File: src/pkg/sbml_defs.svh
/*
  Offsets, field positions and reset values for the sequencer
  branch / move / load-store decoder.
  Assumes inclusion by bare name from design files.
*/
`ifndef SBML_DEFS_SVH
`define SBML_DEFS_SVH

// ----------------------------------------
// APB register offsets (byte addresses)
// ----------------------------------------
`define SBML_OFF_CTRL      12'h000
`define SBML_OFF_STATUS    12'h004
`define SBML_OFF_DMA_MODE_REG     12'h008
`define SBML_OFF_DMA_CONTROL_REG     12'h00C
`define SBML_OFF_INSTR0    12'h010
`define SBML_OFF_INSTR1    12'h014
`define SBML_OFF_DSA       12'h018
`define SBML_OFF_ALT       12'h01C
`define SBML_OFF_FBC       12'h020
`define SBML_OFF_IP        12'h024
`define SBML_OFF_BCNT      12'h028
`define SBML_OFF_SCSI      12'h02C

// ----------------------------------------
// Field positions, pointer step and type codes
// ----------------------------------------
`define SBML_TC_CMP_DATA   18
`define SBML_TC_CMP_PHASE  17
`define SBML_TC_WAIT_VALID 16
`define SBML_TC_JMP_TRUE   19
`define SBML_MM_NOFLUSH    24
`define SBML_LS_NOFLUSH    25
`define SBML_LS_LOAD       24
`define SBML_LS_DSAREL     28
`define SBML_DMA_MODE_REG_SRC_IO  5
`define SBML_DMA_MODE_REG_DST_IO  4
`define SBML_DMA_CONTROL_REG_PFEN    0
`define SBML_IP_STEP       32'h0000_0004
`define SBML_LS_TYPE       3'h7
`define SBML_MM_TYPE       3'h6

// ----------------------------------------
// Reset values
// ----------------------------------------
`define SBML_RST_WORD      32'h0000_0000
`define SBML_RST_BYTE      8'h00

`endif

File: src/pkg/sbml_pkg.sv
/*
  Types for the sequencer branch / move / load-store decoder.
  Assumes nothing beyond a SystemVerilog compiler.
*/
package sbml_pkg;
  typedef enum logic [2:0] {
    SBML_IDLE,
    SBML_WAIT_PH,
    SBML_MOVE_RD,
    SBML_MOVE_WR,
    SBML_LS_XFER,
    SBML_DONE
  } sbml_state_t;

  typedef enum logic [1:0] {
    SBML_CMD_MEM_RD,
    SBML_CMD_MEM_WR,
    SBML_CMD_IO_RD,
    SBML_CMD_IO_WR
  } sbml_cmd_t;
endpackage

File: src/core/sbml_decoder.sv
/*
  Decoder and executor for transfer-control conditions, memory-to-memory
  moves and load/store instructions, with an APB register slave.
  Assumes a host bus master that accepts one word request at a time and
  answers with bm_done, and SCSI phase/attention pins from outside pclk.
*/
`timescale 1ns/1ps
`include "sbml_defs.svh"

// What this block does
// - Compare captured first byte when data flag set
// - Initiator: compare latched phase with phase field
// - Target: phase flag tests attention line
// - Wait flag defers compare until new phase
// - Set mask bits exclude captured byte bits
// - Taken branch: pointer becomes address plus four
// - Move bursts read then write until count zero
// - Move count is low 24 bits
// - Mode bits 5,4 select I/O space
// - Move addresses differing in bits 1-0 raise illegal instruction
// - Nonzero reserved bits 29-25 illegal
// - No-flush bit keeps prefetch when enabled
// - Own-window move uses low seven address bits
// - Base register restored after move
// - Captured byte rejects host and move writes
// - Top bits 111 decode load/store; bit 24
// - Bit 28 selects base plus signed offset
// - Load/store onto self raises illegal instruction
// - Bits 22-16 register, 2-0 byte count
// - Store no-flush bit 25 suppresses flush
// - I/O space load/store uses I/O commands
// - Both compares: true both, false both
module sbml_decoder #(
  parameter logic [31:0] SELF_BASE = 32'h0000_0000,
  parameter int          SELF_BITS = 7
) (
  input  wire logic        pclk,
  input  wire logic        presetn,
  input  wire logic        psel,
  input  wire logic        penable,
  input  wire logic        pwrite,
  input  wire logic [11:0] paddr,
  input  wire logic [31:0] pwdata,
  output logic             pready,
  output logic [31:0]      prdata,
  output logic             pslverr,
  input  wire logic [2:0]  scsi_phase_pins,
  input  wire logic        scsi_request_line,
  input  wire logic        scsi_attention_line,
  input  wire logic        target_mode,
  output logic             bm_req,
  output logic [1:0]       bm_cmd,
  output logic [31:0]      bm_addr,
  output logic [31:0]      bm_wdata,
  output logic [2:0]       bm_bytes,
  input  wire logic        bm_done,
  input  wire logic [31:0] bm_rdata,
  output logic [6:0]       reg_sel,
  output logic             reg_wr,
  output logic [31:0]      reg_wdata,
  input  wire logic [31:0] reg_rdata,
  output logic             prefetch_flush,
  output logic             branch_taken,
  output logic             exec_done,
  output logic             illegal_instr
);

  // Register select is cut at bit 7
  if (SELF_BITS != 7) begin : g_self_bits_check
    $error("SELF_BITS must be 7");
  end

  // ----------------------------------------
  // Pin synchronisers
  // ----------------------------------------
  // Mode pin too, though software keeps it static
  logic [5:0] sync1_ff;
  logic [5:0] sync2_ff;
  logic       req_d_ff;
  always_ff @(posedge pclk or negedge presetn) begin
    if (!presetn) begin
      sync1_ff <= 6'h00;
      sync2_ff <= 6'h00;
      req_d_ff <= 1'b0;
    end else begin
      sync1_ff <= {target_mode, scsi_attention_line, scsi_request_line, scsi_phase_pins};
      sync2_ff <= sync1_ff;
      req_d_ff <= sync2_ff[3];
    end
  end
  wire [2:0] phase_s = sync2_ff[2:0];
  wire       req_s   = sync2_ff[3];
  wire       atn_s   = sync2_ff[4];
  wire       tgt_s   = sync2_ff[5];
  wire       req_rise = req_s & ~req_d_ff;

  // ----------------------------------------
  // Registers
  // ----------------------------------------
  logic [31:0] dma_mode_reg_ff;
  logic [31:0] dma_control_reg_ff;
  logic [31:0] ins0_ff;
  logic [31:0] ins1_ff;
  logic [31:0] dsa_ff;
  logic [31:0] alt_ff;
  logic [31:0] ip_ff;
  logic [31:0] dsa_save_ff;
  logic [31:0] src_ff;
  logic [31:0] dst_ff;
  logic [31:0] data_ff;
  logic [23:0] cnt_ff;
  logic [7:0]  fbc_ff;
  logic [2:0]  phase_lat_ff;
  logic        phase_new_ff;
  logic        illegal_ff;
  logic        done_ff;
  logic        taken_ff;
  logic        busy_ff;
  sbml_pkg::sbml_state_t state_ff;

  wire apb_wr = psel & penable & pwrite;
  wire [31:0] nxt_ip_branch = ins1_ff + `SBML_IP_STEP;

  // ----------------------------------------
  // Instruction decode
  // ----------------------------------------
  wire [2:0]  itype     = ins0_ff[31:29];
  wire        is_ls     = (itype == `SBML_LS_TYPE);
  wire        is_load   = ins0_ff[`SBML_LS_LOAD];
  wire        is_mm     = (itype == `SBML_MM_TYPE);
  wire        is_tc     = (ins0_ff[31:30] == 2'b10);
  wire [23:0] mm_count  = ins0_ff[23:0];
  wire        mm_resv   = |ins0_ff[29:25];
  wire [6:0]  ls_reg    = ins0_ff[22:16];
  wire [2:0]  ls_bytes  = ins0_ff[2:0];
  wire [31:0] ls_off    = {{8{ins1_ff[23]}}, ins1_ff[23:0]};
  wire [31:0] ls_addr   = ins0_ff[`SBML_LS_DSAREL] ? dsa_ff + ls_off : ins1_ff;
  wire        src_io    = dma_mode_reg_ff[`SBML_DMA_MODE_REG_SRC_IO];
  wire        dst_io    = dma_mode_reg_ff[`SBML_DMA_MODE_REG_DST_IO];
  wire        pf_en     = dma_control_reg_ff[`SBML_DMA_CONTROL_REG_PFEN];
  // Own window: upper bits match SELF_BASE
  wire        in_self_s = (src_ff[31:SELF_BITS] == SELF_BASE[31:SELF_BITS]);
  wire        in_self_d = (dst_ff[31:SELF_BITS] == SELF_BASE[31:SELF_BITS]);
  wire        ls_self   = (ls_addr[31:SELF_BITS] == SELF_BASE[31:SELF_BITS]);
  wire        mm_misal  = (dsa_ff[1:0] != alt_ff[1:0]);

  // ----------------------------------------
  // Condition evaluation
  // ----------------------------------------
  wire [7:0] dmask     = ins0_ff[15:8];
  wire       data_ok   = ((fbc_ff ^ ins0_ff[7:0]) & ~dmask) == 8'h00;
  wire       phase_ok  = tgt_s ? atn_s
                                     : (phase_lat_ff == ins0_ff[26:24]);
  wire       use_d     = ins0_ff[`SBML_TC_CMP_DATA];
  wire       use_p     = ins0_ff[`SBML_TC_CMP_PHASE];
  wire       all_true  = (!use_d | data_ok) & (!use_p | phase_ok);
  wire       all_false = (!use_d | !data_ok) & (!use_p | !phase_ok);
  wire       jmp_true  = ins0_ff[`SBML_TC_JMP_TRUE];
  wire       cond_take = jmp_true ? all_true : all_false;
  wire       wait_ph   = ins0_ff[`SBML_TC_WAIT_VALID] & !phase_new_ff;

  // ----------------------------------------
  // Control sequencer
  // ----------------------------------------
  sbml_pkg::sbml_state_t nxt_state;
  always_comb begin
    nxt_state = state_ff;
    case (state_ff)
      sbml_pkg::SBML_IDLE: begin
        if (busy_ff) begin
          if (is_tc) begin
            nxt_state = wait_ph ? sbml_pkg::SBML_WAIT_PH : sbml_pkg::SBML_DONE;
          end else if (is_ls) begin
            nxt_state = ls_self ? sbml_pkg::SBML_DONE : sbml_pkg::SBML_LS_XFER;
          end else if (is_mm) begin
            if (mm_resv || mm_misal || mm_count == 24'h000000) begin
              nxt_state = sbml_pkg::SBML_DONE;
            end else begin
              nxt_state = sbml_pkg::SBML_MOVE_RD;
            end
          end else begin
            nxt_state = sbml_pkg::SBML_DONE;
          end
        end
      end
      sbml_pkg::SBML_WAIT_PH: begin
        if (phase_new_ff) begin
          nxt_state = sbml_pkg::SBML_DONE;
        end
      end
      sbml_pkg::SBML_MOVE_RD: begin
        if (in_self_s || bm_done) begin
          nxt_state = sbml_pkg::SBML_MOVE_WR;
        end
      end
      sbml_pkg::SBML_MOVE_WR: begin
        if (in_self_d || bm_done) begin
          nxt_state = (cnt_ff <= 24'h000004) ? sbml_pkg::SBML_DONE
                                             : sbml_pkg::SBML_MOVE_RD;
        end
      end
      sbml_pkg::SBML_LS_XFER: begin
        if (bm_done) begin
          nxt_state = sbml_pkg::SBML_DONE;
        end
      end
      sbml_pkg::SBML_DONE: nxt_state = sbml_pkg::SBML_IDLE;
      default:             nxt_state = sbml_pkg::SBML_IDLE;
    endcase
  end

  wire st_idle = (state_ff == sbml_pkg::SBML_IDLE);
  wire st_rd   = (state_ff == sbml_pkg::SBML_MOVE_RD);
  wire st_wr   = (state_ff == sbml_pkg::SBML_MOVE_WR);
  wire st_ls   = (state_ff == sbml_pkg::SBML_LS_XFER);
  wire st_done = (state_ff == sbml_pkg::SBML_DONE);
  wire start   = st_idle & busy_ff;
  wire mm_bad  = is_mm & (mm_resv | mm_misal);
  // Illegal: skipped, no host cycle
  wire go_ill  = start & ((is_mm & mm_bad) | (is_ls & ls_self));
  // Last beat may be short
  wire [2:0] chunk = (cnt_ff < 24'h000004) ? cnt_ff[2:0] : 3'h4;
  wire rd_step = st_rd & (in_self_s | bm_done);
  wire wr_step = st_wr & (in_self_d | bm_done);

  always_ff @(posedge pclk or negedge presetn) begin
    if (!presetn) begin
      state_ff     <= sbml_pkg::SBML_IDLE;
      busy_ff      <= 1'b0;
      cnt_ff       <= 24'h000000;
      src_ff       <= `SBML_RST_WORD;
      dst_ff       <= `SBML_RST_WORD;
      data_ff      <= `SBML_RST_WORD;
      dsa_save_ff  <= `SBML_RST_WORD;
      ip_ff        <= `SBML_RST_WORD;
      illegal_ff   <= 1'b0;
      done_ff      <= 1'b0;
      taken_ff     <= 1'b0;
      phase_lat_ff <= 3'h0;
      phase_new_ff <= 1'b0;
    end else begin
      state_ff <= nxt_state;
      done_ff  <= st_done;
      if (req_rise) begin
        phase_lat_ff <= phase_s;
      end
      // A new phase arriving in the consuming cycle stays pending
      if (req_rise) begin
        phase_new_ff <= 1'b1;
      end else if (st_done && is_tc) begin
        phase_new_ff <= 1'b0;
      end
      if (apb_wr && paddr == `SBML_OFF_CTRL && pwdata[0]) begin
        busy_ff <= 1'b1;
      end else if (st_done) begin
        busy_ff <= 1'b0;
      end
      if (go_ill) begin
        illegal_ff <= 1'b1;
      end else if (apb_wr && paddr == `SBML_OFF_STATUS && pwdata[1]) begin
        illegal_ff <= 1'b0;
      end
      if (start && is_mm && !mm_bad) begin
        cnt_ff      <= mm_count;
        src_ff      <= alt_ff;
        dst_ff      <= dsa_ff;
        dsa_save_ff <= dsa_ff;
      end
      if (rd_step) begin
        data_ff <= in_self_s ? reg_rdata : bm_rdata;
      end
      if (wr_step) begin
        cnt_ff <= cnt_ff - {21'h000000, chunk};
        src_ff <= src_ff + `SBML_IP_STEP;
        dst_ff <= dst_ff + `SBML_IP_STEP;
      end
      // Pointer moves only on a taken branch
      if (start && is_tc) begin
        taken_ff <= 1'b0;
      end else if (st_done && is_tc && cond_take) begin
        taken_ff <= 1'b1;
        ip_ff    <= nxt_ip_branch;
      end
    end
  end

  // ----------------------------------------
  // Software registers
  // ----------------------------------------
  always_ff @(posedge pclk or negedge presetn) begin
    if (!presetn) begin
      dma_mode_reg_ff <= `SBML_RST_WORD;
      dma_control_reg_ff <= `SBML_RST_WORD;
      ins0_ff  <= `SBML_RST_WORD;
      ins1_ff  <= `SBML_RST_WORD;
      dsa_ff   <= `SBML_RST_WORD;
      alt_ff   <= `SBML_RST_WORD;
      fbc_ff   <= `SBML_RST_BYTE;
    end else begin
      if (apb_wr && paddr == `SBML_OFF_DMA_MODE_REG)  dma_mode_reg_ff <= pwdata;
      if (apb_wr && paddr == `SBML_OFF_DMA_CONTROL_REG)  dma_control_reg_ff <= pwdata;
      if (apb_wr && paddr == `SBML_OFF_INSTR0 && !busy_ff) ins0_ff <= pwdata;
      if (apb_wr && paddr == `SBML_OFF_INSTR1 && !busy_ff) ins1_ff <= pwdata;
      if (apb_wr && paddr == `SBML_OFF_ALT && !busy_ff)    alt_ff <= pwdata;
      // A refused move took no snapshot to restore
      if (st_done && is_mm && !mm_bad) begin
        dsa_ff <= dsa_save_ff;
      end else if (apb_wr && paddr == `SBML_OFF_DSA && !busy_ff) begin
        dsa_ff <= pwdata;
      end
      // Only a sequencer load into register index 0x08 reaches it
      if (st_ls && bm_done && is_load && ls_reg == 7'h08) begin
        fbc_ff <= bm_rdata[7:0];
      end
    end
  end

  // ----------------------------------------
  // Outputs
  // ----------------------------------------
  wire rd_mem  = st_rd & !in_self_s;
  wire wr_mem  = st_wr & !in_self_d;
  wire ls_mem  = st_ls;
  assign bm_req   = rd_mem | wr_mem | ls_mem;
  assign bm_cmd   = st_rd ? (src_io ? sbml_pkg::SBML_CMD_IO_RD : sbml_pkg::SBML_CMD_MEM_RD)
                  : st_wr ? (dst_io ? sbml_pkg::SBML_CMD_IO_WR : sbml_pkg::SBML_CMD_MEM_WR)
                  : is_load ? (src_io ? sbml_pkg::SBML_CMD_IO_RD : sbml_pkg::SBML_CMD_MEM_RD)
                  : (dst_io ? sbml_pkg::SBML_CMD_IO_WR : sbml_pkg::SBML_CMD_MEM_WR);
  assign bm_addr  = st_rd ? src_ff : st_wr ? dst_ff : ls_addr;
  assign bm_wdata = st_ls ? reg_rdata : data_ff;
  assign bm_bytes = st_ls ? ls_bytes : chunk;
  assign reg_sel  = st_rd ? src_ff[6:0] : st_wr ? dst_ff[6:0] : ls_reg;
  assign reg_wr   = (st_wr & in_self_d) | (st_ls & is_load & bm_done & ls_reg != 7'h08);
  assign reg_wdata = st_ls ? bm_rdata : data_ff;
  // A skipped store leaves prefetch alone
  assign prefetch_flush = st_done & pf_en &
                          ((is_mm & !mm_bad & !ins0_ff[`SBML_MM_NOFLUSH]) |
                           (is_ls & !is_load & !ls_self & !ins0_ff[`SBML_LS_NOFLUSH]));
  assign branch_taken  = taken_ff;
  assign exec_done     = done_ff;
  assign illegal_instr = illegal_ff;

  // Unmapped offsets read as zero
  wire [31:0] status = {27'h0000000, phase_new_ff, taken_ff, busy_ff, illegal_ff, 1'b0};
  logic [31:0] rd_mux;
  always_comb begin
    case (paddr)
      `SBML_OFF_CTRL:   rd_mux = {31'h00000000, busy_ff};
      `SBML_OFF_STATUS: rd_mux = status;
      `SBML_OFF_DMA_MODE_REG:  rd_mux = dma_mode_reg_ff;
      `SBML_OFF_DMA_CONTROL_REG:  rd_mux = dma_control_reg_ff;
      `SBML_OFF_INSTR0: rd_mux = ins0_ff;
      `SBML_OFF_INSTR1: rd_mux = ins1_ff;
      `SBML_OFF_DSA:    rd_mux = dsa_ff;
      `SBML_OFF_ALT:    rd_mux = alt_ff;
      `SBML_OFF_FBC:    rd_mux = {24'h000000, fbc_ff};
      `SBML_OFF_IP:     rd_mux = ip_ff;
      `SBML_OFF_BCNT:   rd_mux = {8'h00, cnt_ff};
      `SBML_OFF_SCSI:   rd_mux = {27'h0000000, atn_s, phase_lat_ff, tgt_s};
      default:          rd_mux = `SBML_RST_WORD;
    endcase
  end
  wire mapped = (paddr[1:0] == 2'b00) && (paddr <= `SBML_OFF_SCSI);
  // No wait states: every register is a flop
  assign pready  = 1'b1;
  assign pslverr = psel & penable & !mapped;
  assign prdata  = (psel & penable & !pwrite) ? rd_mux : `SBML_RST_WORD;

endmodule

File: config.mk
export PLATFORM = sky130hd
export DESIGN_NAME = sbml_decoder
export DESIGN_NICKNAME = d
export VERILOG_FILES = /design/src/pkg/sbml_pkg.sv /design/src/core/sbml_decoder.sv
export VERILOG_INCLUDE_DIRS = /design/src /design/src/pkg
export SDC_FILE = /design/constraint.sdc
export NUM_CORES = 1
export LEC_CHECK = 0
export BUFFER_PORTS_ARGS = -buffer_cell sky130_fd_sc_hd__buf_2
export CORE_MARGIN = 2
export CORE_UTILIZATION = 40
export DETAILED_ROUTE_END_ITERATION = 7
export GPL_ROUTABILITY_DRIVEN = 0
export PLACE_DENSITY = 0.6
export RECOVER_POWER = 50
export SLEW_MARGIN = 20
export SYNTH_ARGS = -nofsm -noshare
export SYNTH_HDL_FRONTEND = slang
export SYNTH_SLANG_ARGS = --single-unit
File: constraint.sdc
create_clock -name pclk -period 3.7 [get_ports pclk]
set_input_delay 0.37 -clock pclk [delete_from_list [all_inputs] [get_ports pclk]]
set_output_delay 0.37 -clock pclk [all_outputs]
set_load 0.01 [all_outputs]
==> results.toml <==
[place]
place_ws_ns = -0.559
dp_hpwl_mm = 66.7
port_buffers = 266
dpl.cell_count = 3630

[global_route]
overflow = 0
grt_max_degree = 98
grt_pass1_vias = 22370
antenna_found_initial = 1
grt_pass1_wl_mm = 138
track_usage = 0.302

[logic_synthesis]
synth_cells = 2511
synthesis.area_um2 = 23200
ys_seq_area_frac = 0.440
synth_edf_count = 0
ys_async_sr_fraction = 1.00
synth.avg_cell_area_um2 = 9.25
synthFlopType = "dfrtp_1"
yosys.cell_types.count = 78
ys_ff_latch = 408
synth_warnings = 0

[pwr]
power_frac_clock = 0.373
p_switching_mw = 4.26
leakage_nw = 13.5
p_seq_frac = 0.415
ir_drop_v = 0.000379
pwr-share-comb = 0.212
powerDensity_nw_per_um2 = 443
internal_power_mw = 8.80
p_sw_frac = 0.326

[worst_setup_path]
required_ns = 3.33
arrival_ns = 4.11
setup.worst_path.start_class = "register"
critPathMaxFanout = 4
critPathCaptureType = "output port"
critPathKind = "register to output port"

[route]
num_vias = 23046
viasPerCell = 6.16
post-route-drc-count = 0
dr.first_iter.drc_count = 2393
avgRoutedWirePerCell_um = 24.9
totalWireLength_mm = 93.0
drt-pass1-iter-count = 6
antenna_left = 0

[clock_network]
clockRootBuffer = "clkbuf_16"
h-tree-depth = 2
worstSkewPairLatency_ns = 0.61
clockBufferDepth = 3
cts_tree = "done"
cts_buffers = 47
cts_sinks = 408
clk_pin_slew_ns = 0.06

[worst_hold_path]
hp-class = "primary input to register"

[timing]
fmax_ghz = 0.223
min_period_ns = 4.48
slew_violations = 114
hold_viol = 0
period_share = 1.21
setup-violations-final = 21
slew_headroom = -0.717
clock_skew_ns = 0.0273
rsz0062_at_grt = "yes"
worst_slew_pin_slew_ns = 2.58
finalWorstSetupSlack_ns = -0.781

[final_layout]
final_common_cell = "nand2_1"
final_nets = 3093
stdcell_count = 3739
drive_gt1_frac = 0.302
fill_cells = 5332
syn_to_final_growth_pct = 26.9
most-common-layout-cells = "nand2_1 (486), dfrtp_1 (407), buf_2 (256)"

[floorplanning]
core_area_um2 = 57600
die_y_um = 245
row_count = 88
initial_core_util = 0.403
die_area_um2 = 60000
io_pins = 268
fp.dieW_um = 245

[run]
cap_violations = 2

[run_status]
status = "finished, violations left"
violations = "capacitance limit, slew limit, setup timing"
[path summary, 6_finish.rpt]
kind	startpoint	end	slack, ns	cells past startpoint
worst max-delay path	dsa_ff[0]	prefetch_flush	-0.78	16
worst min-delay path	bm_rdata[1]	fbc_ff[1]	0.06	2
min in group asynchronous	presetn	dsa_save_ff[18]	1.08	2
worst min register to register	sync1_ff[0]	sync2_ff[0]	0.35	0
max in group asynchronous	presetn	ip_ff[9]	0.25	3
worst max register to register	cnt_ff[15]	cnt_ff[18]	-0.10	15
[Yosys cell counts, types with 10 or more instances]
| master | number | area share |
|---|---|---|
| nand2_1 | 492 | 0.080 |
| dfrtp_1 | 408 | 0.44 |
| mux2_2 | 171 | 0.083 |
| o21ai_0 | 148 | 0.032 |
| nor2_1 | 145 | 0.023 |
| a21oi_1 | 135 | 0.029 |
| clkbuf_1 | 133 | 0.021 |
| mux2i_1 | 95 | 0.041 |
| nand3_1 | 55 | 0.012 |
| a22oi_1 | 54 | 0.017 |
| a222oi_1 | 50 | 0.022 |
| nor3_1 | 44 | 0.0095 |
| a31oi_1 | 38 | 0.010 |
| xnor2_1 | 38 | 0.014 |
| ha_1 | 35 | 0.019 |
| a211oi_1 | 32 | 0.010 |
| nand4_1 | 32 | 0.0086 |
| inv_1 | 30 | 0.0048 |
| nor4_1 | 28 | 0.0075 |
| and3_1 | 27 | 0.0073 |
| o311ai_0 | 27 | 0.010 |
| o211ai_1 | 26 | 0.0084 |
| nor2b_1 | 25 | 0.0067 |
| xor2_1 | 25 | 0.0094 |
| buf_1 | 20 | 0.0032 |
| a221o_1 | 15 | 0.0065 |
| and2_1 | 14 | 0.0038 |
| o22ai_1 | 11 | 0.0030 |
| a21o_1 | 10 | 0.0032 |
| nand2b_1 | 10 | 0.0027 |
| or3_1 | 10 | 0.0027 |
[worst max-delay path: stages (launching register included)]
cell	delay [ns]
dfrtp_1	0.39
ha_2	0.20
fa_2	0.37
a21o_1	0.20
a221oi_2	0.23
buf_4	0.16
o221a_4	0.20
o211ai_4	0.11
buf_4	0.16
buf_6	0.12
a21oi_4	0.16
xor2_2	0.21
o2111a_1	0.25
o2111ai_2	0.16
o21ai_2	0.29
a2111oi_4	0.12
buf_2	0.16
[what timing repair did]
item,in CTS,in global routing
resized for setup,69,68
endpoints found under the setup margin,30,34
pin swaps,33,24
hold endpoints to repair,94,0
buffers inserted,13,10
hold buffers,7,0
[power by group through the flow]
stage	logic (mW)	registers [mW]	clock network, mW
2_1_floorplan	1.65	5.19	0
3_3_place_gp	2.62	5.44	0
3_5_place_dp	2.68	5.46	0
4_1_cts	2.71	5.38	4.93
5_1_grt	3.06	5.46	5.09
6_report	2.76	5.42	4.87
[per-layer routing]
layer,global-route usage,wire [um],up-vias
met1,0.401,37400,11441
met2,0.477,42300,1235
met3,0.0560,8180,278
met4,0.147,5080,0
met5,0,0,-
li1,-,-,10092
[through the flow]
step                      utilization  power (mW)  hold WS (ns)  TNS (ns)  cell area, um2
after detailed placement        0.471        8.14         0.337    -0.715           27100
after CTS                       0.507        13.0        0.0376     -2.54           29200
after global placement          0.470        8.06         0.338    -0.447           27100
final                           0.512        13.1        0.0634     -3.73           29500
after global routing            0.512        13.6        0.0548    -45.39           29500
after floorplan                     -        6.84        0.0744         0           23200
[final cells by class]
type                            count  area [um2]  area share
Multi-Input combinational cell   1915       13000       0.440
Tap cell                          765         957      0.0325
Timing Repair Buffer              535        3610       0.123
Antenna cell                        1        2.50   0.0000849
Sequential cell                   408       10200       0.346
Inverter                           30         113     0.00382
Clock inverter                     14         193     0.00654
Clock buffer                       71        1420      0.0481
[logic make-up (layout without fill, tap and decap cells)]
kind of cell / after synthesis / in the layout / share of synthesized area
simple gates: 919 / 919 / 0.176
compound gates: 629 / 629 / 0.185
flops: 408 / 408 / 0.440
mux: 266 / 266 / 0.124
buf+inv: 189 / 650 / 0.0310
xor+xnor: 63 / 63 / 0.0238
fa+ha+maj: 36 / 36 / 0.0197
other cells: 1 / 3 / 0.000161
Note: power is estimated with default switching activity, not from simulation.
